[config.mk]
export PLATFORM = sky130hd
export DESIGN_NAME = pcc_top
export DESIGN_NICKNAME = d
export VERILOG_FILES = /design/src/verilog/pcc_pkg.sv /design/src/verilog/pcc_top.sv /design/src/verilog/pcc_compare.sv /design/src/verilog/pcc_status.sv
export SDC_FILE = /design/constraint.sdc
export NUM_CORES = 1
export LEC_CHECK = 0
export BUFFER_PORTS_ARGS = -buffer_cell sky130_fd_sc_hd__buf_4
export CAP_MARGIN = 20
export CORE_MARGIN = 2
export CORE_UTILIZATION = 55
export DETAILED_ROUTE_END_ITERATION = 8
export PLACE_DENSITY_LB_ADDON = 0.1
export SLEW_MARGIN = 20
export SYNTH_ARGS = -nofsm -noshare
export SYNTH_HDL_FRONTEND = slang
export SYNTH_SLANG_ARGS = --single-unit
export TNS_END_PERCENT = 1
[constraint.sdc]
create_clock -name core_clk_i -period 4.2 [get_ports core_clk_i]
set_input_delay 0.42 -clock core_clk_i [delete_from_list [all_inputs] [get_ports core_clk_i]]
set_output_delay 0.42 -clock core_clk_i [all_outputs]
set_load 0.02 [all_outputs]
[src/verilog/pcc_pkg.sv]
/*
  Shared constants for the position compare channels: parameter addresses,
  field widths, reset values and the criterion and run-control codes.
  Assumes a 16-bit word-addressed parameter port, one address per 16-bit word.
*/
// What this block does
// - Code 0: status true when position is at least value A.
// - Code 1: status true when position is at most value A.
// - Code 2: status true when position is between A and B, limits inside.
// - Code 3: status true when position is outside A to B, limits inside.
// - Code 4: status true when position is within the A-B span, limits included.
// - Code 5: status true when position is outside the A-B span, limits inside.
// - Source selector accepts only code 0, encoder 1 position; default 0.
// - Run code 0: comparing stops, status keeps its last value.
// - Run code 1: channel active, status follows the selected criterion.
// - Run code 2: channel inactive, status forced to zero.
// - Run code 3: channel inactive, status forced to one.
// - Two signed 32-bit comparison values A and B for channel one only, reset zero.
// - Criterion, source and run writes take effect at once.
// - Channel two has its own criterion setting, codes 0 to 5, default 0.
package pcc_pkg;

  ////////////////////////////////////////////////////////////////////////////
  // Widths
  localparam int PCC_AW = 16;
  localparam int PCC_DW = 16;
  localparam int PCC_POSW = 32;
  localparam int PCC_CRITW = 3;
  localparam int PCC_RUNW = 2;

  ////////////////////////////////////////////////////////////////////////////
  // Parameter addresses; 32-bit values use addr (high word) and addr+1 (low)
  localparam logic [15:0] PCC_ADDR_CH1_RUN = 16'h0B04;
  localparam logic [15:0] PCC_ADDR_CH1_CRIT = 16'h0B08;
  localparam logic [15:0] PCC_ADDR_CH2_CRIT = 16'h0B0A;
  localparam logic [15:0] PCC_ADDR_CH1_SRC = 16'h0B0C;
  localparam logic [15:0] PCC_ADDR_CH1_A_HI = 16'h0B10;
  localparam logic [15:0] PCC_ADDR_CH1_A_LO = 16'h0B11;
  localparam logic [15:0] PCC_ADDR_CH1_B_HI = 16'h0B12;
  localparam logic [15:0] PCC_ADDR_CH1_B_LO = 16'h0B13;

  ////////////////////////////////////////////////////////////////////////////
  // Reset values
  localparam logic [1:0] PCC_RST_RUN = 2'h0;
  localparam logic [2:0] PCC_RST_CRIT = 3'h0;
  localparam logic [15:0] PCC_RST_SRC = 16'h0000;
  localparam logic [31:0] PCC_RST_VAL = 32'h00000000;
  localparam logic PCC_RST_STATUS = 1'b0;

  ////////////////////////////////////////////////////////////////////////////
  // Codes
  localparam logic [2:0] PCC_CRIT_GE_A = 3'h0;
  localparam logic [2:0] PCC_CRIT_LE_A = 3'h1;
  localparam logic [2:0] PCC_CRIT_IN_BASIC = 3'h2;
  localparam logic [2:0] PCC_CRIT_OUT_BASIC = 3'h3;
  localparam logic [2:0] PCC_CRIT_IN_EXT = 3'h4;
  localparam logic [2:0] PCC_CRIT_OUT_EXT = 3'h5;
  localparam logic [15:0] PCC_CRIT_MAX = 16'h0005;

  localparam logic [1:0] PCC_RUN_HOLD = 2'h0;
  localparam logic [1:0] PCC_RUN_ON = 2'h1;
  localparam logic [1:0] PCC_RUN_FORCE0 = 2'h2;
  localparam logic [1:0] PCC_RUN_FORCE1 = 2'h3;
  localparam logic [15:0] PCC_RUN_MAX = 16'h0003;

  localparam logic [15:0] PCC_SRC_ENC1 = 16'h0000;

  typedef enum logic [1:0] {
    PCC_ST_HOLD,
    PCC_ST_ON,
    PCC_ST_FORCE0,
    PCC_ST_FORCE1
  } pcc_run_t;

  function automatic pcc_run_t pcc_run_decode(input logic [1:0] code);
    pcc_run_t r;
    r = PCC_ST_HOLD;
    if (code == PCC_RUN_ON) begin
      r = PCC_ST_ON;
    end else if (code == PCC_RUN_FORCE0) begin
      r = PCC_ST_FORCE0;
    end else if (code == PCC_RUN_FORCE1) begin
      r = PCC_ST_FORCE1;
    end
    return r;
  endfunction

endpackage

[src/verilog/pcc_top.sv]
/*
  Position compare channels: parameter port, settings registers, channel 1
  comparator and status bit, channel 2 criterion setting.
  Assumes a word-addressed parameter port with one-cycle read and write
  strobes, and a position sample of encoder 1 marked by a one-cycle valid.
*/
`timescale 1ns/1ps
module pcc_top
  import pcc_pkg::*;
(
  input wire logic core_clk_i,
  input wire logic resetn_i,
  input wire logic ce_i,
  input wire logic [15:0] param_addr_i,
  input wire logic [15:0] param_wdata_i,
  input wire logic param_wr_i,
  input wire logic param_rd_i,
  output logic [15:0] param_rdata_o,
  output logic param_ack_o,
  output logic param_err_o,
  input wire logic signed [31:0] enc1_pos_i,
  input wire logic enc1_pos_valid_i,
  output logic ch1_status_o,
  output logic [2:0] ch2_criterion_o
);

  ////////////////////////////////////////////////////////////////////////////
  // Settings registers
  logic [1:0] ch1_run_q;
  logic [1:0] ch1_run_d;
  logic [2:0] ch1_crit_q;
  logic [2:0] ch1_crit_d;
  logic [2:0] ch2_crit_q;
  logic [2:0] ch2_crit_d;
  logic [15:0] ch1_src_q;
  logic [15:0] ch1_src_d;
  logic [31:0] ch1_val_a_q;
  logic [31:0] ch1_val_a_d;
  logic [31:0] ch1_val_b_q;
  logic [31:0] ch1_val_b_d;

  logic [15:0] rdata_q;
  logic [15:0] rdata_d;
  logic ack_q;
  logic err_q;
  logic err_d;
  logic [2:0] ch2_out_q;

  ////////////////////////////////////////////////////////////////////////////
  // Address decode
  logic hit_run;
  logic hit_crit1;
  logic hit_crit2;
  logic hit_src;
  logic hit_a_hi;
  logic hit_a_lo;
  logic hit_b_hi;
  logic hit_b_lo;
  logic hit_any;
  logic access;
  logic wr_en;

  assign hit_run = (param_addr_i == PCC_ADDR_CH1_RUN);
  assign hit_crit1 = (param_addr_i == PCC_ADDR_CH1_CRIT);
  assign hit_crit2 = (param_addr_i == PCC_ADDR_CH2_CRIT);
  assign hit_src = (param_addr_i == PCC_ADDR_CH1_SRC);
  assign hit_a_hi = (param_addr_i == PCC_ADDR_CH1_A_HI);
  assign hit_a_lo = (param_addr_i == PCC_ADDR_CH1_A_LO);
  assign hit_b_hi = (param_addr_i == PCC_ADDR_CH1_B_HI);
  assign hit_b_lo = (param_addr_i == PCC_ADDR_CH1_B_LO);
  assign hit_any = hit_run | hit_crit1 | hit_crit2 | hit_src | hit_a_hi | hit_a_lo
                 | hit_b_hi | hit_b_lo;
  // A write wins when both strobes are raised together
  assign access = param_wr_i | param_rd_i;
  assign wr_en = param_wr_i;

  ////////////////////////////////////////////////////////////////////////////
  // Write value checks: out-of-range codes are refused and flagged
  logic crit_ok;
  logic run_ok;
  logic src_ok;
  logic wr_refused;

  assign crit_ok = (param_wdata_i <= PCC_CRIT_MAX);
  assign run_ok = (param_wdata_i <= PCC_RUN_MAX);
  assign src_ok = (param_wdata_i == PCC_SRC_ENC1);
  assign wr_refused = (hit_run && !run_ok) || (hit_crit1 && !crit_ok)
                    || (hit_crit2 && !crit_ok) || (hit_src && !src_ok);

  // settings load on the write edge
  assign ch1_run_d = (wr_en && hit_run && run_ok) ? param_wdata_i[1:0] : ch1_run_q;
  assign ch1_crit_d = (wr_en && hit_crit1 && crit_ok) ? param_wdata_i[2:0] : ch1_crit_q;
  assign ch2_crit_d = (wr_en && hit_crit2 && crit_ok) ? param_wdata_i[2:0] : ch2_crit_q;
  assign ch1_src_d = (wr_en && hit_src && src_ok) ? param_wdata_i : ch1_src_q;

  // each word of A and B is written on its own
  assign ch1_val_a_d = (wr_en && hit_a_hi) ? {param_wdata_i, ch1_val_a_q[15:0]} :
                       (wr_en && hit_a_lo) ? {ch1_val_a_q[31:16], param_wdata_i} :
                       ch1_val_a_q;
  assign ch1_val_b_d = (wr_en && hit_b_hi) ? {param_wdata_i, ch1_val_b_q[15:0]} :
                       (wr_en && hit_b_lo) ? {ch1_val_b_q[31:16], param_wdata_i} :
                       ch1_val_b_q;

  ////////////////////////////////////////////////////////////////////////////
  // Read data and answer flags
  always_comb begin
    rdata_d = 16'h0000;
    if (!param_rd_i || wr_en) begin
      rdata_d = 16'h0000;
    end else if (hit_run) begin
      rdata_d = {14'h0000, ch1_run_q};
    end else if (hit_crit1) begin
      rdata_d = {13'h0000, ch1_crit_q};
    end else if (hit_crit2) begin
      rdata_d = {13'h0000, ch2_crit_q};
    end else if (hit_src) begin
      rdata_d = ch1_src_q;
    end else if (hit_a_hi) begin
      rdata_d = ch1_val_a_q[31:16];
    end else if (hit_a_lo) begin
      rdata_d = ch1_val_a_q[15:0];
    end else if (hit_b_hi) begin
      rdata_d = ch1_val_b_q[31:16];
    end else if (hit_b_lo) begin
      rdata_d = ch1_val_b_q[15:0];
    end
  end

  assign err_d = access && (!hit_any || (wr_en && wr_refused));

  ////////////////////////////////////////////////////////////////////////////
  // Registers
  always_ff @(posedge core_clk_i) begin
    if (!resetn_i) begin
      ch1_run_q <= PCC_RST_RUN;
      ch1_crit_q <= PCC_RST_CRIT;
      ch2_crit_q <= PCC_RST_CRIT;
      ch1_src_q <= PCC_RST_SRC;
      ch1_val_a_q <= PCC_RST_VAL;
      ch1_val_b_q <= PCC_RST_VAL;
    end else if (ce_i) begin
      ch1_run_q <= ch1_run_d;
      ch1_crit_q <= ch1_crit_d;
      ch2_crit_q <= ch2_crit_d;
      ch1_src_q <= ch1_src_d;
      ch1_val_a_q <= ch1_val_a_d;
      ch1_val_b_q <= ch1_val_b_d;
    end
  end

  always_ff @(posedge core_clk_i) begin
    if (!resetn_i) begin
      rdata_q <= 16'h0000;
      ack_q <= 1'b0;
      err_q <= 1'b0;
    end else if (ce_i) begin
      rdata_q <= rdata_d;
      ack_q <= access;
      err_q <= err_d;
    end
  end

  always_ff @(posedge core_clk_i) begin
    if (!resetn_i) begin
      ch2_out_q <= PCC_RST_CRIT;
    end else if (ce_i) begin
      ch2_out_q <= ch2_crit_d;
    end
  end

  ////////////////////////////////////////////////////////////////////////////
  // Channel 1 comparator and status
  logic ch1_hit;
  logic ch1_sample;

  assign ch1_sample = enc1_pos_valid_i && (ch1_src_q == PCC_SRC_ENC1);

  pcc_compare u_cmp1 (
    .pos_i(enc1_pos_i),
    .val_a_i(ch1_val_a_q),
    .val_b_i(ch1_val_b_q),
    .crit_i(ch1_crit_q),
    .hit_o(ch1_hit)
  );

  pcc_status u_st1 (
    .core_clk_i(core_clk_i),
    .resetn_i(resetn_i),
    .ce_i(ce_i),
    .run_i(ch1_run_q),
    .sample_i(ch1_sample),
    .hit_i(ch1_hit),
    .status_o(ch1_status_o)
  );

  assign param_rdata_o = rdata_q;
  assign param_ack_o = ack_q;
  assign param_err_o = err_q;
  assign ch2_criterion_o = ch2_out_q;

endmodule

[src/verilog/pcc_compare.sv]
/*
  Combinational criterion evaluation for one compare channel.
  Assumes position, A and B are signed two's complement 32-bit values.
*/
`timescale 1ns/1ps
module pcc_compare
  import pcc_pkg::*;
(
  input wire logic signed [31:0] pos_i,
  input wire logic signed [31:0] val_a_i,
  input wire logic signed [31:0] val_b_i,
  input wire logic [2:0] crit_i,
  output logic hit_o
);

  logic signed [31:0] lo_ext;
  logic signed [31:0] hi_ext;
  logic in_basic;
  logic in_ext;

  assign lo_ext = (val_a_i <= val_b_i) ? val_a_i : val_b_i;
  assign hi_ext = (val_a_i <= val_b_i) ? val_b_i : val_a_i;
  assign in_basic = (pos_i >= val_a_i) && (pos_i <= val_b_i);
  assign in_ext = (pos_i >= lo_ext) && (pos_i <= hi_ext);

  always_comb begin
    hit_o = 1'b0;
    case (crit_i)
      PCC_CRIT_GE_A: hit_o = (pos_i >= val_a_i);
      PCC_CRIT_LE_A: hit_o = (pos_i <= val_a_i);
      PCC_CRIT_IN_BASIC: hit_o = in_basic;
      PCC_CRIT_OUT_BASIC: hit_o = (pos_i < val_a_i) || (pos_i > val_b_i);
      PCC_CRIT_IN_EXT: hit_o = in_ext;
      PCC_CRIT_OUT_EXT: hit_o = !in_ext;
      default: hit_o = 1'b0;
    endcase
  end

endmodule

[src/verilog/pcc_status.sv]
/*
  Status bit of one compare channel under the run control.
  Assumes sample_i is a one-cycle strobe marking a new position sample.
*/
`timescale 1ns/1ps
module pcc_status
  import pcc_pkg::*;
(
  input wire logic core_clk_i,
  input wire logic resetn_i,
  input wire logic ce_i,
  input wire logic [1:0] run_i,
  input wire logic sample_i,
  input wire logic hit_i,
  output logic status_o
);

  pcc_run_t run_state;
  logic status_d;
  logic status_q;

  assign run_state = pcc_run_decode(run_i);

  always_comb begin
    status_d = status_q;
    case (run_state)
      PCC_ST_HOLD: status_d = status_q;
      PCC_ST_ON: status_d = sample_i ? hit_i : status_q;
      PCC_ST_FORCE0: status_d = 1'b0;
      PCC_ST_FORCE1: status_d = 1'b1;
      default: status_d = status_q;
    endcase
  end

  always_ff @(posedge core_clk_i) begin
    if (!resetn_i) begin
      status_q <= PCC_RST_STATUS;
    end else if (ce_i) begin
      status_q <= status_d;
    end
  end

  assign status_o = status_q;

endmodule

==> impl_summary.md, run 1 <==
Place
The port buffer count is 91. Summed over all nets, the half-perimeter wirelength after detailed placement is 25000 um. After detailed placement, the total cell area comes to 0.0111 mm^2. At the end of routability-driven placement, the weighted congestion stood at 0.998.

Once placement completed, the tool counted placed cells totaling 1519. Prior to clock tree synthesis, the placed netlist has a worst setup slack of -0.560 ns.

Floorplan
The effective utilization at floorplan is 55.9%. The die is 133 um wide. The floorplan step defined a die boundary enclosing 0.0178 mm^2.

The core area is 0.0165 mm^2. The floorplan has 47 rows. The die is 133 um tall. Pin placement for this block handled 92 I/O pins.

Route
In this run the remaining antenna-violating nets after routing total 0. After the first detailed-routing iteration, the DRC count stood at 737. After detailed routing, the number of remaining DRC violations is 0. Using the TritonRoute via totals, the vias-per-cell ratio works out to 5.99. The first TritonRoute pass finished after 7 iterations. The average wire length per cell after detail routing is 20.0 um. The total wire length after detailed routing is 31100 um. The via count is 9306.

Yosys
In this run, synthesis inferred 0 flip-flops with an integrated enable. The largest area contributor in the synthesized netlist is dfxtp_1. For this run, the register share of the synthesized area comes to 23.3%. The number of nets in the synthesized netlist is 1351. The synthesized netlist contains 62 unique library cells. In this run the mean area of a mapped cell was 8.21 um^2. The cell area after synthesis is 0.00921 mm^2. The portion of synthesized cell area occupied by the leading cell type is 23.3%.

The most used flip-flop cell after synthesis is dfxtp_1. The total number of yosys warnings is 0. By area the synthesized netlist is led by dfxtp_1 23%, ha_1 22%, mux2i_1 9.5%, nand2_1 6.4%, a21oi_1 4.6%. The proportion of register bits with asynchronous set or reset after synthesis is 0%. The cell count after synthesis came out at 1121.

After synthesis the netlist holds a flip-flop and latch count of 107.

Setup path
The top fanout value on the critical path is 5. The worst register-to-register path ends at u_st1.status_o. The number of buffers and inverters on the critical path is 5. The startpoint of the worst register-to-register path is ch1_val_b_q[1]. The largest individual stage delay along the critical path comes from the cell mux2_4.

The worst setup slack for register-to-register paths is -0.45 ns. The worst register-to-register path has a depth of 25. Grouping stages by cell kind, the critical path spends the most delay in compound AO/OA/AOI/OAI gates. The critical path endpoint category is a flop. The data required time at the worst endpoint is 4.50 ns. The critical path start-end classification is flop to flop.

The startpoint type of the worst setup path is a flop. On the worst path, the slowest cell contributes a delay of 0.35 ns. The critical path arrival is 4.95 ns.

The count of cell instances traversed by the critical path is 25.

Power
The leakage power is 5.28 nW. VDD sags by at most 263 uV. The power per cell area is 190 mW/mm^2.

Outcome
The final reports fail on negative setup slack. The run finished, with violations left.

CTS
The longest clock path from root to sink contains 2 buffers. The number of clock sinks is 107. The number of buffers inserted by hold repair at cts is 0. The later pin in the worst-skew pair is clocked with a latency of 0.37 ns.

The buffer cell driving the clock tree root is clkbuf_16. TritonCTS built the clock tree. The CTS buffer count is 9. After clock tree synthesis, the clock-pin slew on the worst setup and hold paths is 0.08 ns.

CTS built an H-tree with a depth of 3.

Layout
The antenna diode count is 0. Relative to the synthesized area, the layout overhead comes to 26.4%. The number of fill cells in the layout is 1402. The number of nets in the final layout is 1558. The final non-filler cell area is 0.0116 mm^2. The post-route non-filler standard cell count is 1553. The most frequent standard cell in the layout excluding fill and tap cells is buf_4.

The post-route netlist has 22.7% of its cells at a drive strength greater than 1. The top cell types in the final layout, fill and taps aside, are 227 x buf_4, 157 x nand2_1, 157 x ha_1.

Global routing
The initial antenna violation count is 0. The global-route congestion overflow total is 0. Entering global routing, the biggest net connects 93 pins. The first global-routing pass estimated 48200 um of wire.

Across every metal layer, demand over resource in global routing totals 35.0%. The via count of the first global-routing pass came to 8890.

Timing
The clock arrives with 0.00752 ns of skew. The final-report max-slew violation count came to 0. Setup repair after global routing could not meet its margin everywhere. The final setup slack of the worst path is -0.451 ns. The worst slew slack as a fraction of its limit is 39.0%. The final critical-path required period is 4.65 ns. In the finished design, the share of the clock period the worst path needs comes to 111%. The measured slew at the worst slew-check pin is 0.912 ns. The setup TNS is -0.451 ns. Setup violations remaining at the end of the flow were counted as 1. The count of endpoints failing hold in the final timing report is 0.

The maximum clock frequency is 215 MHz.

Worst hold path
The worst hold path terminates at ch1_val_b_q[30]. The cell depth of the worst hold path is 3. The class of the tightest hold or removal check is primary input to flop. The critical hold path startpoint is param_wdata_i[14].

Flow run
The tool flagged a number of max-cap violations equal to 0.
## worst min-delay path, delay by kind of cell
family / cells / cell delay (ns)
buf+inv: 1 / 0.14
simple gates: 1 / 0.06
compound gates: 1 / 0.05
## logic make-up (layout without fill, tap and decap cells)
logic type | Yosys count | count (layout) | synth area share, %
AO/OA/AOI/OAI | 283 | 283 | 20.0
multiplexers | 90 | 90 | 9.83
buffers and inverters | 117 | 329 | 5.34
XOR/XNOR | 1 | 1 | 0.0952
AND/OR/NAND/NOR | 363 | 363 | 19.7
flip-flops | 107 | 107 | 23.3
adder cells (fa/ha/maj) | 160 | 160 | 21.7
## timing repair
action,4_1_cts,5_1_grt
setup buffers,7,9
pin swaps,19,25
hold endpoints to repair,0,0
setup endpoints to repair,1,1
cloned,1,1
gates resized for setup,22,18
## cells in the mapped netlist, types with 8 or more instances
library cell and instances:
a21boi_0 55, a21o_1 21, a21oi_1 84, a22oi_1 15, and2_1 21, buf_4 8
clkbuf_1 28, dfxtp_1 107, ha_1 160, inv_1 72, mux2i_1 87, nand2_1 157
nand3_1 26, nand4_1 31, nor2_1 31, nor2b_1 42, nor3_1 10, nor4_1 10
o21a_1 19, o21ai_0 39, o221ai_1 11
## final cells by class
cell class              instances  area (um^2)  area share [%]
multi-input cells             897         6730            57.9
inverters                      73          274            2.35
flip-flops and latches        107         2150            18.5
well taps                     220          275            2.37
clock inverters                 7         73.8           0.634
clock buffers                   9          225            1.94
repair buffers                240         1900            16.4
## power breakdown
group / internal, W / switching (W)
sequential: 0.00101 / 0.000000679
combinational: 0.000145 / 0.000182
clock: 0.000419 / 0.000444
total: 0.00158 / 0.000626
## sequential cells by signal (all words and copies together), names as in the netlist
signal	count
ch1_src_q	16
ch1_val_b_q	32
ch1_crit_q	3
u_st1.status_o	1
ch1_run_q	2
param_ack_o	1
param_err_o	1
ch2_criterion_o	3
param_rdata_o	16
ch1_val_a_q	32
## how the worst max path moves through the flow
stage	start	to	slack [ns]
after CTS	ch1_val_b_q[25]	u_st1.status_o	-0.34
after detailed placement	ch1_val_b_q[1]	u_st1.status_o	-0.56
after global placement	ch1_val_b_q[1]	u_st1.status_o	-0.40
after floorplan	ch1_val_b_q[25]	u_st1.status_o	0.02
after global routing	ch1_val_b_q[1]	u_st1.status_o	-0.63
final	ch1_val_b_q[1]	u_st1.status_o	-0.45
## layer usage
metal / GRT usage (%) / vias to the layer above / share of wire (%)
li1: - / 4474 / -
met1: 46.7 / 4335 / 44
met2: 56.4 / 399 / 44
met3: 4.91 / 98 / 7.5
met4: 15.6 / 0 / 4.6
met5: 0 / - / 0
## metrics by stage
step	utilization (%)	hold slack (ns)	power, W
floorplan	-	0.445	0.00120
global placement	67.2	0.468	0.00134
detailed placement	67.2	0.465	0.00135
CTS	69.8	0.344	0.00220
global route	70.7	0.363	0.00228
finish	70.7	0.356	0.00221
(Power assumes the default switching activity.)
==> inputs of run 2 (changes only) <==
Settings changed: SYNTH_HIERARCHICAL set to 1.
==> run 2 against run 1 <==
  * The run still ends with negative setup slack left
  * Flip-flop and latch count unchanged
  * Count of clock-buffer cells in the layout unchanged
  * First-iteration DRC count up 18%
  * Largest cell class unchanged
==> impl_summary.md, run 2 <==
Power
The leakage power is 5.38 nW (was 5.28 nW). The power per cell area is 193 mW/mm^2 (was 190 mW/mm^2). The overall power of the completed layout came to 0.00224 W (was 0.00221 W). The worst ir drop on vdd is 239 uV (was 263 uV).

Route
The average wire length per cell after detail routing is 20.7 um (was 20.0 um). The via density per instance came to 6.09 (was 5.99). The number of antenna-violating nets in the routed design is 0 (unchanged). The post-route DRC violation count is 0 (unchanged). The first-pass iteration count of the detailed router is 5 (was 7). The routed length on met1 is 13700 um (was 13600 um).

The total wire length after detailed routing is 31100 um (about the same). The via count is 9180 (was 9306). The uppermost metal layer occupied by signal nets is met4 (unchanged). The number of DRC violations after detailed-routing iteration 0 came to 873 (was 737). The routed wire length on met3 is 2190 um (was 2320 um). The met2 layer wire length in the routed design is 14400 um (was 13800 um).

Global routing
The initial antenna violation count is 0 (unchanged). The global-route total usage across every layer was 34.7% (was 35.0%). The global-route congestion overflow total is 0 (unchanged). The via count of the first global-routing pass is 8549 (was 8890).

The global-route wire length before repair is 47500 um (was 48200 um). The pin count of the biggest net entering global routing is 62 (was 93).

Layout
The most frequent standard cell in the layout excluding fill and tap cells is buf_4 (unchanged). The number of fill cells in the layout is 1353 (was 1402). The synthesis-to-layout area growth is 27.6% (was 26.4%). Top Registers: ch1_val_a_q (32), ch1_val_b_q (32) (unchanged).

The proportion of layout cells with a drive suffix above 1 is 26.7% (was 22.7%). The number of nets in the final layout was 1512 (was 1558). The antenna diode count is 0 (unchanged). The flip-flop and latch area is 0.00215 mm^2 (about the same). The footprint of the multi-input gates is 0.00661 mm^2 (was 0.00673 mm^2).

Commonest cells after routing, fill and taps aside: 238 x buf_4, 157 x ha_1, 110 x nand2_1 (was 227 x buf_4, 157 x nand2_1, 157 x ha_1).

Yosys
Commonest cells in the netlist: 160 x ha_1, 111 x o21ai_0, 110 x nand2_1 (was 160 x ha_1, 157 x nand2_1, 107 x dfxtp_1). The total number of yosys warnings is 6 (was 0). The library cell with the highest instance count after synthesis is ha_1 (unchanged). The primary flip-flop cell chosen by synthesis mapping is dfxtp_1 (unchanged). The number of enable flip-flop cells after synthesis is 0 (unchanged).

The cell area after synthesis came to 0.00913 mm^2 (was 0.00921 mm^2). The synthesis-stage register bit count is 107 (unchanged). The largest area contributor in the synthesized netlist was dfxtp_1 (unchanged). The proportion of register bits with asynchronous set or reset after synthesis is 0% (unchanged). The sequential cell area fraction in the yosys report is 23.5% (was 23.3%). The synthesized net count was 1297 (was 1351).

The number of distinct library cell variants in the gate-level netlist after synthesis is 74 (was 62). The mean post-synth cell area came to 8.55 um^2 (was 8.21 um^2). The portion of synthesized cell area occupied by the leading cell type was 23.5% (was 23.3%).

The number of instances in the synthesized netlist came to 1067 (was 1121). Biggest area contributors in the synthesized netlist: dfxtp_1 23%, ha_1 22%, mux2i_1 7.3%, o21ai_0 6.1%, nand3_1 4.6% (was dfxtp_1 23%, ha_1 22%, mux2i_1 9.5%, nand2_1 6.4%, a21oi_1 4.6%).

CTS
The CTS buffer count was 9 (unchanged). The number of clock sinks came to 107 (unchanged). The clock network latency to the later pin of the worst-skew pair is 0.37 ns (about the same). The buffer cell driving the clock tree root is clkbuf_16 (unchanged). The clock tree from TritonCTS is built (unchanged). The deepest level of the CTS H-tree is 3 (unchanged).

The clock-pin slew on the worst setup and hold paths came to 0.08 ns (about the same). The number of buffers inserted by hold repair at cts is 0 (unchanged). The deepest clock path buffer count is 2 (unchanged).

Floorplan
The number of I/O pins is 92 (unchanged). The row count is 47 (unchanged). The vertical die dimension was 133 um (about the same). The effective utilization at floorplan came to 55.6% (was 55.9%). The chip width is 133 um (about the same). The core area came to 0.0164 mm^2 (was 0.0165 mm^2). The overall die area is 0.0176 mm^2 (was 0.0178 mm^2).

Place
The worst slack at placement is -0.885 ns (was -0.560 ns). The port buffer count is 91 (unchanged). The HPWL after detailed placement is 24500 um (was 25000 um). The last weighted congestion value of the routability-driven placer was 1.01 (was 0.998).

Setup path
The top fanout value on the critical path is 6 (was 5). The delay of the slowest cell on the worst path is 0.38 ns (was 0.35 ns). The cell with the biggest individual delay on the critical path is a221o_1 (was mux2_4). The startpoint of the worst register-to-register path is ch1_val_b_q[9] (was ch1_val_b_q[1]). The endpoint of the worst register-to-register path is u_st1/status_o (was u_st1.status_o). The worst setup slack for register-to-register paths is -0.74 ns (was -0.45 ns).

The critical path start-end classification is flop to flop (unchanged). The number of cells on the worst reg-to-reg path was 24 (was 25). The critical path goes through inv_2 > ha_4 > a21o_1 > a21o_1 > a21o_1 > a21o_1 > a211o_1 > o211ai_2 > a21oi_2 > o221ai_4 > buf_6 > buf_12 > mux2i_1 > ha_1 > a21oi_2 > o21ai_1 > a221o_1 > o31ai_4 > o211ai_1 > xnor2_1 > o22ai_2 > xor2_1 > a2111oi_2 > o221a_1.

The critical path endpoint category was a flop (unchanged). The data required time at the worst endpoint is 4.51 ns (was 4.50 ns). The startpoint type of the worst setup path was a flop (unchanged). The most numerous cell type found on the critical path is a21o_1. The critical path arrival is 5.25 ns (was 4.95 ns).

Flow run
The reported max-cap violation count was 0 (unchanged).

Timing
The worst slew slack as a fraction of its limit was 43.4% (was 39.0%). The setup TNS is -0.744 ns (was -0.451 ns). The fraction of the cycle the final worst path needs is 118% (was 111%). The setup violation total in the final timing report is 1 (unchanged). The maximum clock frequency is 202 MHz (was 215 MHz). The final setup slack of the worst path is -0.744 ns (was -0.451 ns).

RSZ-0062 raised after global routing: yes (unchanged). The largest clock skew in the final design is 0.0115 ns (was 0.00752 ns). The measured slew at the worst slew-check pin is 0.841 ns (was 0.912 ns).

The final critical-path required period is 4.94 ns (was 4.65 ns). The final-report max-slew violation count is 0 (unchanged). The count of endpoints failing hold in the final timing report was 0 (unchanged).

Worst hold path
The class of the tightest hold or removal check is primary input to flop (unchanged). The destination of the worst hold path is ch1_val_a_q[30] (was ch1_val_b_q[30]). The critical hold path startpoint is param_wdata_i[14] (unchanged). The cell depth of the worst hold path is 3 (unchanged).

Outcome
Violated checks: negative setup slack (unchanged). Result of the run: complete, but fails checks (unchanged).
[run 2: cell count changes after synthesis, moves of 16 or more]
cell	previous run	this run
mux4_2	0	16
nand3_1	26	83
nand2_1	157	110
o21a_1	19	0
o21ai_0	39	111
a21oi_1	84	67
nor2b_1	42	9
mux2i_1	87	67
a21boi_0	55	2
[run 2: per-layer routing]
| metal | GRT usage, % | vias to the layer above |
|---|---|---|
| met4 | 10.6 | 0 |
| met5 | 0 | - |
| met3 | 6.17 | 56 |
| li1 | - | 4388 |
| met1 | 47.7 | 4406 |
| met2 | 55.7 | 330 |
[run 2: timing repair]
item / 4_1_cts / 5_1_grt
hold endpoints to repair: 0 / 0
setup buffers: 15 / 6
setup endpoints to repair: 1 / 1
gates cloned: 2 / 1
pin swaps: 29 / 30
gates resized for setup: 24 / 21
[run 2: power breakdown]
group | switching (W) | leakage (nW) | internal (W)
sequential | 0.000000651 | 0.865 | 0.00101
clock | 0.000449 | 0.145 | 0.000418
combinational | 0.000209 | 4.37 | 0.000152
[run 2: worst max-delay path by stage]
stage / from / endpoint / slack, ns / depth (start not counted)
floorplan: ch1_val_b_q[9] / u_st1/status_o / -0.14 / 24
detailed placement: ch1_val_b_q[25] / u_st1/status_o / -0.89 / 24
CTS: ch1_val_b_q[25] / u_st1/status_o / -0.74 / 23
global placement: ch1_val_b_q[25] / u_st1/status_o / -0.79 / 24
global route: ch1_val_b_q[9] / u_st1/status_o / -0.95 / 24
finish: ch1_val_b_q[9] / u_st1/status_o / -0.74 / 24
[run 2: cells by family after synthesis]
| logic type | after synthesis | share of synthesized area [%] |
|---|---|---|
| AND/OR/NAND/NOR | 339 | 19.6 |
| AO/OA/AOI/OAI | 253 | 16.8 |
| adder cells (fa/ha/maj) | 160 | 21.9 |
| buffers and inverters | 120 | 6.38 |
| flip-flops | 107 | 23.5 |
| multiplexers | 85 | 11.5 |
| XOR/XNOR | 3 | 0.288 |
[run 2: cell type report]
class,count,area share [%]
clock buffers,9,1.93
clock inverters,7,0.580
inverters,73,2.35
multi-input cells,840,56.8
flip-flops and latches,107,18.5
well taps,220,2.36
repair buffers,251,17.5
[run 2: per-stage QoR]
| step | instance area [um^2] | hold slack (ns) | std cells | util, % |
|---|---|---|---|---|
| global placement | 10900 | 0.441 | 1470 | 66.6 |
| floorplan | 9160 | 0.444 | 1067 | - |
| CTS | 11500 | 0.290 | 1501 | 70.0 |
| global route | 11600 | 0.309 | 1507 | 71.0 |
| finish | 11600 | 0.285 | 1507 | 71.0 |
| detailed placement | 10900 | 0.443 | 1470 | 66.6 |
[run 2: worst max-delay path: cells and delay by family (launching register included)]
| kind | cells | cell delay (ns) |
|---|---|---|
| buf+inv | 3 | 0.37 |
| flops | 1 | 0.34 |
| mux | 1 | 0.19 |
| compound gates | 16 | 3.04 |
| fa+ha+maj | 2 | 0.53 |
| xor+xnor | 2 | 0.41 |
